==> config.mk <==
export PLATFORM = sky130hd
export DESIGN_NAME = pio_bank
export DESIGN_NICKNAME = d
export VERILOG_FILES = /design/src/logic/pio_pkg.sv /design/src/logic/pio_bank.sv
export VERILOG_INCLUDE_DIRS = /design/src /design/src/logic
export SDC_FILE = /design/constraint.sdc
export NUM_CORES = 1
export LEC_CHECK = 0
export BUFFER_PORTS_ARGS = -buffer_cell sky130_fd_sc_hd__buf_2
export CAP_MARGIN = 40
export CORE_MARGIN = 1.5
export CORE_UTILIZATION = 60
export CTS_CLUSTER_DIAMETER = 80
export DETAILED_ROUTE_END_ITERATION = 7
export PLACE_DENSITY = 0.85
export RECOVER_POWER = 25
export SYNTH_ARGS = -nofsm -noshare
export SYNTH_HDL_FRONTEND = slang
export SYNTH_SLANG_ARGS = --single-unit
==> constraint.sdc <==
create_clock -name hclk -period 4.7 [get_ports hclk]
set_input_delay 0.705 -clock hclk [delete_from_list [all_inputs] [get_ports hclk]]
set_output_delay 0.705 -clock hclk [all_outputs]
set_load 0.02 [all_outputs]
==> src/logic/pio_consts.svh <==
// Constants for the programmable I/O cell bank: offsets, field positions, resets, timing.
`ifndef PIO_CONSTS_SVH
`define PIO_CONSTS_SVH
`define PIO_OFF_CTRL       8'h00
`define PIO_OFF_STATUS     8'h04
`define PIO_OFF_OUT_DATA   8'h08
`define PIO_OFF_OUT_EN     8'h0C
`define PIO_OFF_IN_DATA    8'h10
`define PIO_OFF_USED       8'h14
`define PIO_OFF_PULLUP     8'h18
`define PIO_OFF_IN_REG     8'h1C
`define PIO_OFF_OUT_REG    8'h20
`define PIO_CTRL_FREEZE    0
`define PIO_CTRL_CLK_EN    1
`define PIO_CTRL_CFG_START 2
`define PIO_CTRL_CFG_DONE  3
`define PIO_STAT_STATE_LO  0
`define PIO_STAT_CORE_ON   2
`define PIO_STAT_USER      3
`define PIO_CTRL_RESET     32'h0000_0002
`define PIO_CLK_NS         50
`define PIO_LOAD_NS        500
`define PIO_LOAD_CYCLES    ((`PIO_LOAD_NS + `PIO_CLK_NS - 1) / `PIO_CLK_NS)
`endif

==> src/logic/pio_pkg.sv <==
// Types shared by the programmable I/O cell bank.
`default_nettype none
package pio_pkg;
  typedef enum logic [1:0] {
    PIO_ST_POR  = 2'b00,
    PIO_ST_LOAD = 2'b01,
    PIO_ST_USER = 2'b10
  } pio_state_e;
  typedef struct packed {
    logic freeze;
    logic clk_en;
  } pio_ctrl_s;
endpackage : pio_pkg
`default_nettype wire

==> src/logic/pio_bank.sv <==
// One bank of programmable I/O cells behind an AHB-Lite register slave.
`include "pio_consts.svh"
`default_nettype none
module pio_bank
  import pio_pkg::*;
#(
  parameter int NPADS = 8
)(
  // Clock and reset
  input  wire logic             hclk,
  input  wire logic             hresetn,
  // AHB-Lite slave
  input  wire logic             hsel,
  input  wire logic [7:0]       haddr,
  input  wire logic [1:0]       htrans,
  input  wire logic             hwrite,
  input  wire logic [2:0]       hsize,
  input  wire logic [31:0]      hwdata,
  input  wire logic             hready,
  output logic                  hreadyout,
  output logic                  hresp,
  output logic [31:0]           hrdata,
  // Pads
  input  wire logic [NPADS-1:0] pad_in,
  output logic [NPADS-1:0]      pad_out,
  output logic [NPADS-1:0]      pad_oe,
  output logic [NPADS-1:0]      pad_pullup
);
  logic [NPADS-1:0] sync1_r, sync2_r;
  logic [NPADS-1:0] out_data_r, out_data_nxt, out_en_r, out_en_nxt;
  logic [NPADS-1:0] used_r, used_nxt, pull_r, pull_nxt, inreg_r, inreg_nxt;
  logic [NPADS-1:0] outreg_r, outreg_nxt;
  logic [NPADS-1:0] in_q_r, in_q_nxt, hold_r, hold_nxt, oq_r, oq_nxt, oeq_r, oeq_nxt;
  logic [NPADS-1:0] to_core, drv_data, drv_en, in_sel;
  pio_ctrl_s        ctrl_r, ctrl_nxt;
  pio_state_e       st_r, st_nxt;
  logic [7:0]       cnt_r, cnt_nxt;
  logic             core_on_r, core_on_nxt;
  logic             ph_wr_r, ph_wr_nxt;
  logic [7:0]       ph_addr_r, ph_addr_nxt;
  logic [31:0]      rdata_r, rdata_nxt;
  logic             cfg_start, cfg_done, wr_ctrl;
  logic             user_mode;
  // The control reset word is split into its fields, since the struct packs them differently.
  localparam logic [31:0] CTRL_RST = `PIO_CTRL_RESET;

  // Pads are asynchronous to hclk, so each passes two flops first.
  always_ff @(posedge hclk or negedge hresetn)
  begin
    if (!hresetn)
    begin
      sync1_r <= '0;
      sync2_r <= '0;
    end
    else
    begin
      sync1_r <= pad_in;
      sync2_r <= sync1_r;
    end
  end

  assign user_mode = (st_r == PIO_ST_USER);
  assign wr_ctrl   = ph_wr_r && (ph_addr_r == `PIO_OFF_CTRL);
  assign cfg_start = wr_ctrl && hwdata[`PIO_CTRL_CFG_START];
  assign cfg_done  = wr_ctrl && hwdata[`PIO_CTRL_CFG_DONE];

  // Configuration sequencer.
  always_comb
  begin
    st_nxt      = st_r;
    cnt_nxt     = cnt_r;
    // Core logic wakes one edge after reset, and the load starts one edge later.
    core_on_nxt = 1'b1;
    unique case (st_r)
      PIO_ST_POR:
      begin
        if (core_on_r)
        begin
          st_nxt  = PIO_ST_LOAD;
          cnt_nxt = 8'(`PIO_LOAD_CYCLES);
        end
      end
      PIO_ST_LOAD:
      begin
        if (cnt_r != 8'h00)
          cnt_nxt = cnt_r - 8'h01;
        // A done mark before the load time has run is a partial download.
        if (cnt_r == 8'h00 && cfg_done)
          st_nxt = PIO_ST_USER;
      end
      PIO_ST_USER:
      begin
        if (cfg_start)
        begin
          st_nxt  = PIO_ST_LOAD;
          cnt_nxt = 8'(`PIO_LOAD_CYCLES);
        end
      end
      default:
        st_nxt = PIO_ST_POR;
    endcase
  end

  always_ff @(posedge hclk or negedge hresetn)
  begin
    if (!hresetn)
    begin
      st_r      <= PIO_ST_POR;
      cnt_r     <= 8'h00;
      core_on_r <= 1'b0;
    end
    else
    begin
      st_r      <= st_nxt;
      cnt_r     <= cnt_nxt;
      core_on_r <= core_on_nxt;
    end
  end

  // Cell datapath: input, output and tri-state register paths.
  always_comb
  begin
    in_q_nxt = in_q_r;
    hold_nxt = hold_r;
    oq_nxt   = oq_r;
    oeq_nxt  = oeq_r;
    if (ctrl_r.clk_en && core_on_r)
    begin
      in_q_nxt = sync2_r;
      oq_nxt   = out_data_r;
      oeq_nxt  = out_en_r;
    end
    if (!ctrl_r.freeze)
      hold_nxt = sync2_r;
  end

  always_ff @(posedge hclk or negedge hresetn)
  begin
    if (!hresetn)
    begin
      in_q_r <= '0;
      hold_r <= '0;
      oq_r   <= '0;
      oeq_r  <= '0;
    end
    else
    begin
      in_q_r <= in_q_nxt;
      hold_r <= hold_nxt;
      oq_r   <= oq_nxt;
      oeq_r  <= oeq_nxt;
    end
  end

  always_comb
  begin
    for (int i = 0; i < NPADS; i++)
    begin
      // A registered input ignores the freeze; only its clock enable holds it.
      if (inreg_r[i])
        in_sel[i] = in_q_r[i];
      else if (ctrl_r.freeze)
        in_sel[i] = hold_r[i];
      else
        in_sel[i] = sync2_r[i];
      to_core[i]  = in_sel[i] & used_r[i] & user_mode;
      drv_data[i] = outreg_r[i] ? oq_r[i] : out_data_r[i];
      drv_en[i]   = outreg_r[i] ? oeq_r[i] : out_en_r[i];
    end
  end

  // Outside user mode every pad floats with its pull-up on.
  always_ff @(posedge hclk or negedge hresetn)
  begin
    if (!hresetn)
    begin
      pad_out    <= '0;
      pad_oe     <= '0;
      pad_pullup <= '1;
    end
    else
    begin
      pad_out    <= drv_data;
      pad_oe     <= user_mode ? (drv_en & used_r) : '0;
      pad_pullup <= user_mode ? (pull_r & used_r) : '1;
    end
  end

  // AHB-Lite slave: zero wait states, always OKAY, unmapped reads give zero.
  assign hreadyout = 1'b1;
  assign hresp     = 1'b0;

  always_comb
  begin
    ph_wr_nxt    = 1'b0;
    ph_addr_nxt  = ph_addr_r;
    ctrl_nxt     = ctrl_r;
    out_data_nxt = out_data_r;
    out_en_nxt   = out_en_r;
    used_nxt     = used_r;
    pull_nxt     = pull_r;
    inreg_nxt    = inreg_r;
    outreg_nxt   = outreg_r;
    rdata_nxt    = rdata_r;
    if (hsel && hready && htrans[1])
    begin
      ph_wr_nxt   = hwrite;
      ph_addr_nxt = haddr;
    end
    if (ph_wr_r)
    begin
      unique case (ph_addr_r)
        `PIO_OFF_CTRL:
        begin
          ctrl_nxt.freeze = hwdata[`PIO_CTRL_FREEZE];
          ctrl_nxt.clk_en = hwdata[`PIO_CTRL_CLK_EN];
        end
        `PIO_OFF_OUT_DATA: out_data_nxt = hwdata[NPADS-1:0];
        `PIO_OFF_OUT_EN:   out_en_nxt   = hwdata[NPADS-1:0];
        `PIO_OFF_USED:     used_nxt     = hwdata[NPADS-1:0];
        `PIO_OFF_PULLUP:   pull_nxt     = hwdata[NPADS-1:0];
        `PIO_OFF_IN_REG:   inreg_nxt    = hwdata[NPADS-1:0];
        `PIO_OFF_OUT_REG:  outreg_nxt   = hwdata[NPADS-1:0];
        default:           ;
      endcase
    end
    // Read data is built at the address phase so that it stands through the data phase.
    if (hsel && hready && htrans[1] && !hwrite)
    begin
      rdata_nxt = 32'h0000_0000;
      unique case (haddr)
        `PIO_OFF_CTRL:     rdata_nxt[1:0] = {ctrl_r.clk_en, ctrl_r.freeze};
        `PIO_OFF_STATUS:
        begin
          rdata_nxt[`PIO_STAT_STATE_LO +: 2] = st_r;
          rdata_nxt[`PIO_STAT_CORE_ON]       = core_on_r;
          rdata_nxt[`PIO_STAT_USER]          = user_mode;
        end
        `PIO_OFF_OUT_DATA: rdata_nxt[NPADS-1:0] = out_data_r;
        `PIO_OFF_OUT_EN:   rdata_nxt[NPADS-1:0] = out_en_r;
        `PIO_OFF_IN_DATA:  rdata_nxt[NPADS-1:0] = to_core;
        `PIO_OFF_USED:     rdata_nxt[NPADS-1:0] = used_r;
        `PIO_OFF_PULLUP:   rdata_nxt[NPADS-1:0] = pull_r;
        `PIO_OFF_IN_REG:   rdata_nxt[NPADS-1:0] = inreg_r;
        `PIO_OFF_OUT_REG:  rdata_nxt[NPADS-1:0] = outreg_r;
        default:           ;
      endcase
    end
  end

  always_ff @(posedge hclk or negedge hresetn)
  begin
    if (!hresetn)
    begin
      ph_wr_r    <= 1'b0;
      ph_addr_r  <= 8'h00;
      ctrl_r.freeze <= CTRL_RST[`PIO_CTRL_FREEZE];
      ctrl_r.clk_en <= CTRL_RST[`PIO_CTRL_CLK_EN];
      out_data_r <= '0;
      out_en_r   <= '0;
      used_r     <= '0;
      pull_r     <= '1;
      inreg_r    <= '0;
      outreg_r   <= '0;
      rdata_r    <= 32'h0000_0000;
    end
    else
    begin
      ph_wr_r    <= ph_wr_nxt;
      ph_addr_r  <= ph_addr_nxt;
      ctrl_r     <= ctrl_nxt;
      out_data_r <= out_data_nxt;
      out_en_r   <= out_en_nxt;
      used_r     <= used_nxt;
      pull_r     <= pull_nxt;
      inreg_r    <= inreg_nxt;
      outreg_r   <= outreg_nxt;
      rdata_r    <= rdata_nxt;
    end
  end

  assign hrdata = rdata_r;

endmodule : pio_bank
`default_nettype wire

==> results of run 1 <==
kinds of logic after synthesis:
logic type / count (synthesis)
adder cells (fa/ha/maj): 2
AO/OA/AOI/OAI: 48
multiplexers: 125
buffers and inverters: 55
other: 2
flip-flops: 150
AND/OR/NAND/NOR: 121
placed cells by master, fill, tap and decap left out, drive strengths merged, types with 6 or more instances in the layout:
cell | synthesis | routed
nor2 | 15 | 15
o211a | 8 | 8
dfstp | 17 | 17
mux4 | 6 | 6
o21ai | 6 | 6
buf | 36 | 64
mux2 | 101 | 101
inv | 8 | 9
conb | 2 | 27
dfrtp | 133 | 133
and3 | 16 | 16
clkbuf | 11 | 22
mux2i | 18 | 18
nor3b | 6 | 6
nand2b | 6 | 6
or3 | 6 | 6
nand3 | 12 | 12
nand2 | 36 | 36
stage by stage:
step                      power, mW  worst slack (ns)  utilization (%)  cells  hold WS [ns]
after floorplan               1.892             2.502                -    528        0.3312
after global placement        1.981             2.101            64.32    684        0.3322
after global routing          3.534             1.721            70.33    718        0.2478
after detailed placement      2.026             2.077            64.72    686        0.3403
final                         3.390             2.195            70.33    718        0.2785
after CTS                     3.408             2.294            70.39    718       0.07426
where the power goes:
group	internal [mW]	switching (mW)
Combinational	0.215	0.206
Sequential	1.46	0.128
Clock	0.865	0.522
Total	2.54	0.855
critical path, cell delays in order:
cell and delay (ns):
clkbuf_1 1.53, buf_16 0.39, buf_4 0.45
cell type report:
cell class	count	area, um2	share of cell area [%]
Multi-Input combinational cell	323	2666	34.97
Inverter	8	30.03	0.3939
Sequential cell	150	3775	49.52
Tap cell	140	175.2	2.298
Timing Repair Buffer	65	361.6	4.743
Clock inverter	11	146.4	1.920
Clock buffer	21	469.2	6.155
worst max-delay path by stage:
stage	cells past startpoint	slack, ns	to	startpoint
global route	3	1.72	pull_r[4]	hresetn
detailed placement	5	2.08	hrdata[5]	haddr[2]
global placement	5	2.10	hrdata[7]	haddr[2]
finish	3	2.20	pad_pullup[5]	hresetn
floorplan	5	2.50	hrdata[4]	haddr[2]
CTS	4	2.29	cnt_r[5]	ph_addr_r[1]
per-layer routing:
metal  share of wire (%)  global-route usage [%]  vias to the layer above
met5                   0                       0                        -
met4                 1.5                   8.835                        0
li1                    -                       -                     1899
met2                  51                   42.68                      132
met3                 6.2                   7.173                       18
met1                  41                   33.78                     2191
==> impl_metrics.ini, run 1 <==
[yosys]
synth_compound_area_share_pct = 6.256
syn_area_mm2 = 0.006660
netlist.area_leader.share_pct = 49.97
synthFlopType = dfrtp_1
synthArstFlopShare_pct = 100.0
synth.most_common_cell = dfrtp_1
ys_ff_latch = 150
synth_area_leaders = dfrtp_1 50%, mux2_2 17%, dfstp_2 6.7%, buf_4 2.9%, mux2i_1 2.7%
yosysTopAreaCell = dfrtp_1
seq_area_frac_synth_pct = 56.68
syn_inst = 503
synth-xor-area-share_pct = 0
yosys.area_share.adder_pct = 0.3757
synth_top_family_by_area = multiplexers
yosys-mux-area-fraction_pct = 21.87
synth-edff-count = 0
yosys-top-cells-count = 133 x dfrtp_1, 100 x mux2_2, 35 x nand2_1
syn_area_per_cell_um2 = 13.24
synth_warnings = 0
synth.distinct_cells = 56
yosys.area_share.simple_pct = 9.976

[layout]
diodes = 0
design_area_mm2 = 0.007624
nNetsFinal = 625
drive_gt1_share_pct = 40.66
nFillCells = 714
syn_to_final_growth_pct = 14.47

[worst_hold_path]
min_path_type = input pin to flop
min-delay-start = pad_in[4]
worstHoldPathCells = 1
holdPathEnd = sync1_r[4]

[global_routing]
grt.total_usage_pct = 26.08
grt_pass1_vias = 4290
antenna_found_initial = 0
grt_max_degree = 81
grt_pass1_wl_um = 22550
overflow = 0

[floorplanning]
dieArea_mm2 = 0.01174
die_w_um = 108.4
std_cell_rows = 38
io_pins = 116
dieHeight_um = 108.4
initial_core_util_pct = 61.44
coreArea_mm2 = 0.01084

[power]
p_per_area_mw_per_mm2 = 444.7
ir_worst_vdd_mv = 0.3945
p_leak_nw = 3.550

[timing]
slew_violations = 40
hold_violations = 0
worstMarginPinSlew_ns = 2.176
timing.final.crit_share_pct = 53.29
setup_violations = 0
clock_skew_ns = 0.009707
rsz0062_at_grt = no
slew_headroom_pct = -45.10
tns_ns = 0
fmaxAchievable_mhz = 399.3
min_period_ns = 2.505

[drt]
wl_per_cell_um = 19.31
drtAntennaViolNets = 0
drtIter0Drc = 298
drc = 0
dr.pass1.iters = 4
finalWirelength_um = 13870
post_drt_via_cell_ratio = 5.905
vias = 4240

[clock_network]
numCtsBuffers = 17
clock_sinks = 150
clock_latency_ns = 0.53
postCtsSetupBuffers = 0
clock_path_buffers = 2
cts_resized = 0
clockRootBuffer = clkbuf_8
clk_pin_slew_ns = 0.06
htreeDepth = 4
cts_hold_buf = 0
cts_tree = built

[placement]
gp_congestion = 0.8541
dpl-instance-area_mm2 = 0.007015
hpwlAfterDp_um = 9207
io_buffers = 61

[setup_path]
startpoint_type = input pin
reg2reg_from = ph_addr_r[1]
crit_arrival_ns = 3.14
crit_fanout = 80
cp-end-kind = async pin
path_class = input pin to async pin
required_ns = 5.34
rr_endpoint = cnt_r[5]
ff2ff_path_depth = 4
timing.reg2reg.setup_slack_ns = 2.30

[job]
drv_cap = 1

[status]
violations = capacitance limit, slew limit
outcome = complete, but fails checks
Note: power is estimated with default switching activity, not from simulation.
==> inputs of run 2 (changes only) <==
Settings changed: CORE_UTILIZATION 60 to 51, PLACE_DENSITY 0.85 to 0.77.
Clock period 4.7 ns to 2.2 ns, I/O delays scaled along.
==> impl_metrics.ini, run 2 (synthesized netlist as in run 1, its figures left out) <==
[status]
outcome = complete, no violations

[drt]
post_drt_via_cell_ratio = 5.598
met1_length_um = 6263
wl_met2_um = 7374
drtAntennaViolNets = 0
vias = 4355
wl_met3_um = 786
drc = 0
drtIter0Drc = 378
wl_per_cell_um = 18.98
finalWirelength_um = 14760
dr.pass1.iters = 5
highest_layer = met4

[timing]
timing.final.crit_share_pct = 94.15
hold_violations = 0
clock_skew_ns = 0.009788
min_period_ns = 2.071
slew_headroom_pct = 4.236
fmaxAchievable_mhz = 482.8
slew_violations = 0
rsz0062_at_grt = yes
worstMarginPinSlew_ns = 1.436
tns_ns = 0
setup_violations = 0

[floorplanning]
io_pins = 116
die_w_um = 117.3
coreArea_mm2 = 0.01267
dieHeight_um = 117.3
std_cell_rows = 41
dieArea_mm2 = 0.01375
initial_core_util_pct = 52.56

[placement]
hpwlAfterDp_um = 10060
io_buffers = 61
gp_congestion = 0.8672
dpl-instance-area_mm2 = 0.007221

[global_routing]
grt_pass1_wl_um = 23760
grt.total_usage_pct = 23.76
grt_pass1_vias = 4564
overflow = 0
grt_max_degree = 55
antenna_found_initial = 0

[setup_path]
cpPeakStageDelay_ns = 0.54
crit_fanout = 5
path_class = flop to flop
crit_arrival_ns = 2.42
cp_slowest_cell = a2111oi_1
cp-end-kind = flop
startpoint_type = flop
crit_chain = nor4b_2 -> nand4_1 -> a2111oi_1 -> mux2i_1
required_ns = 2.55

[layout]
layout_common_cells = 133 x dfrtp_1, 100 x mux2_2, 60 x buf_2, 35 x nand2_1, 27 x conb_1
final_common_cell = dfrtp_1
diodes = 0
nNetsFinal = 653
finish.utilization_pct = 62.03
design_area_mm2 = 0.007860
drive_gt1_share_pct = 41.58
nFillCells = 973
syn_to_final_growth_pct = 18.02

[clock_network]
htreeDepth = 4
cts_tree = built
numCtsBuffers = 17
postCtsSetupBuffers = 0
clockRootBuffer = clkbuf_16
clock_sinks = 150
clk_pin_slew_ns = 0.06
cts_resized = 0
clock_latency_ns = 0.43
clock_path_buffers = 2

[job]
drv_cap = 0

[power]
ir_worst_vdd_mv = 0.6069
p_per_area_mw_per_mm2 = 898.1
power_mw = 7.059
p_leak_nw = 3.671

[worst_hold_path]
min_path_type = input pin to flop
[run 2: power breakdown]
part	switching, mW	internal (mW)	leakage [nW]	total (mW)
sequential	0.274	3.11	1.85	3.38
clock	1.13	1.61	0.270	2.75
combinational	0.448	0.481	1.55	0.929
[run 2: final cells by class]
class | count | area (um2) | share of cell area (%)
well taps | 172 | 215.2 | 2.738
inverters | 8 | 30.03 | 0.3820
flip-flops and latches | 150 | 3775 | 48.03
clock inverters | 11 | 98.84 | 1.258
multi-input cells | 323 | 2666 | 33.92
repair buffers | 93 | 614.3 | 7.816
clock buffers | 21 | 460.4 | 5.858
[run 2: what timing repair did]
| action | CTS | global route |
|---|---|---|
| endpoints found under the setup margin | 0 | 2 |
| endpoints found under the hold margin | 57 | 0 |
| hold buffers | 9 | 0 |
[run 2: worst paths after layout]
check                              from             to  slack [ns]  cells past startpoint
setup / recovery           ph_addr_r[1]       cnt_r[5]        0.13                      4
hold / removal                   hwrite        ph_wr_r        0.17                      3
setup reg to reg           ph_addr_r[1]       cnt_r[5]        0.13                      4
hold reg to reg              sync1_r[4]     sync2_r[4]        0.34                      0
max in group asynchronous       hresetn  pad_pullup[5]        0.41                      3
min in group asynchronous       hresetn       cnt_r[4]        0.79                      2
[run 2: critical path: cells and delay by family (launching register included)]
family / cells / cell delay, ns
flops: 1 / 0.40
mux: 1 / 0.24
compound gates: 1 / 0.54
simple gates: 2 / 0.81
[run 2: stage by stage]
| stage | hold slack (ns) | setup slack, ns | cells |
|---|---|---|---|
| 6_report | 0.1675 | 0.1287 | 778 |
| 5_1_grt | 0.1796 | -0.05400 | 778 |
| 4_1_cts | 0.1399 | 0.08970 | 778 |
| 3_5_place_dp | 0.3223 | 0.1106 | 737 |
| 3_3_place_gp | 0.3177 | 0.2046 | 737 |
| 2_1_floorplan | 0.03441 | 0.3767 | 528 |
[run 2: routing by layer]
layer | GRT usage, % | up-vias
met5 | 0 | -
li1 | - | 1965
met4 | 11.00 | 0
met3 | 6.282 | 35
met1 | 30.01 | 2216
met2 | 38.49 | 139
==> inputs of run 3 (changes only) <==
Settings changed: CORE_UTILIZATION 51 to 50, PLACE_DENSITY 0.77 to 0.75, SKIP_CTS_REPAIR_TIMING set to 1.
==> impl_metrics.ini, run 3 (synthesized netlist as in run 1, its figures left out) <==
[setup_path]
cp-end-kind = flop
cp_slowest_cell = nor4b_2
cpPeakStageDelay_ns = 0.49
crit_family = simple AND/OR/NAND/NOR gates
required_ns = 2.54
startpoint_type = flop
crit_buf_inv = 1
reg2reg_from = ph_addr_r[1]
crit_chain = nor4b_2 -> nand4_1 -> buf_4 -> a2111oi_1 -> mux2i_1
crit_start = ph_addr_r[1]
crit_arrival_ns = 2.32
path_class = flop to flop
crit_fanout = 5
timing.reg2reg.setup_slack_ns = 0.22

[global_routing]
grt_max_degree = 66
overflow = 0
antenna_found_initial = 0
grt_pass1_wl_um = 23610
grt.total_usage_pct = 22.12
grt_pass1_vias = 4419

[power]
p_clk_share_pct = 40.7
switching_share_pct = 25.10
p_sw_mw = 1.817
p_int_mw = 5.423
pwr-share-seq_pct = 46.7
p_per_area_mw_per_mm2 = 925.0
ir_worst_vdd_mv = 0.5507
power_mw = 7.240
p_leak_nw = 3.643
power_frac_comb_pct = 12.5

[floorplanning]
coreArea_mm2 = 0.01282
initial_core_util_pct = 51.93
std_cell_rows = 41
dieHeight_um = 118.4
io_pins = 116
dieArea_mm2 = 0.01402
die_w_um = 118.4

[drt]
drc = 0
post_drt_via_cell_ratio = 5.609
dr.pass1.iters = 5
drtAntennaViolNets = 0
wl_per_cell_um = 19.15
finalWirelength_um = 14730
vias = 4313
drtIter0Drc = 291

[timing]
min_period_ns = 1.978
setup_violations = 0
fmaxAchievable_mhz = 505.7
clock_skew_ns = 0.005905
hold_violations = 0
tns_ns = 0
slew_headroom_pct = 0.1181
timing.final.crit_share_pct = 89.89
slew_violations = 0
worstMarginPinSlew_ns = 1.498
rsz0062_at_grt = no

[layout]
final_cells = 769
diodes = 0
nNetsFinal = 644
layout_common_cells = 133 x dfrtp_1, 100 x mux2_2, 61 x buf_2, 35 x nand2_1, 27 x conb_1
syn_to_final_growth_pct = 17.51
design_area_mm2 = 0.007826
drive_gt1_share_pct = 41.88
final_common_cell = dfrtp_1
finish.utilization_pct = 61.02

[clock_network]
clk_pin_slew_ns = 0.06
clock_path_buffers = 2
numCtsBuffers = 17
clock_latency_ns = 0.42
clockRootBuffer = clkbuf_16
clock_sinks = 150
htreeDepth = 4
cts_tree = built

[placement]
dp.cells = 734
gp_congestion = 0.8621
hpwlAfterDp_um = 9915
dpl-instance-area_mm2 = 0.007198
io_buffers = 61

[worst_hold_path]
min-delay-start = pad_in[1]
min_path_type = input pin to flop

[status]
violations = capacitance limit
outcome = complete, but fails checks

[job]
drv_cap = 1
==> run 3: cell count changes in the layout (fill, tap and decap cells not counted), moves of 2 or more <==
cell	change
buf_4	-2
inv_6	-3
dlygate4sd3_1	-7
clkinv_4	+2
bufinv_16	+2
clkinvlp_4	+2
clkinv_2	-3
==> run 3: power by group through the flow <==
stage	combinational (mW)	sequential [mW]	clock, mW
6_report	0.907	3.38	2.95
5_1_grt	0.994	3.43	3.12
4_1_cts	0.913	3.38	2.99
3_5_place_dp	0.911	3.42	0
3_3_place_gp	0.867	3.39	0
2_1_floorplan	0.683	3.36	0
==> run 3: metrics by stage <==
stage | hold WS, ns | setup slack [ns]
finish | 0.01461 | 0.2225
global route | 0.0001996 | 0.08443
global placement | 0.3331 | 0.2152
CTS | -0.08094 | 0.1134
floorplan | 0.03441 | 0.3767
detailed placement | 0.3347 | 0.1192
==> run 3: worst paths after layout <==
kind / end / depth (start not counted)
min in group asynchronous: oq_r[0] / 2
max in group asynchronous: pull_r[4] / 3
worst min-delay path: sync1_r[1] / 1
worst min register to register: sync2_r[4] / 0
worst max register to register: cnt_r[4] / 5
worst max-delay path: cnt_r[4] / 5
==> run 3: cell type report <==
cell class | count | area [um2]
Clock buffer | 21 | 460.4
Clock inverter | 11 | 150.1
Fill cell | 986 | 4999
Inverter | 8 | 30.03
Multi-Input combinational cell | 323 | 2666
Sequential cell | 150 | 3775
Tap cell | 172 | 215.2
Timing Repair Buffer | 84 | 529.3
==> run 3: layer usage <==
metal | global-route usage (%) | vias up | wire length (um)
met5 | 0 | - | 0
met4 | 8.660 | 0 | 295
met3 | 4.875 | 17 | 826
met2 | 34.70 | 159 | 7002
met1 | 30.16 | 2199 | 6606
li1 | - | 1938 | -
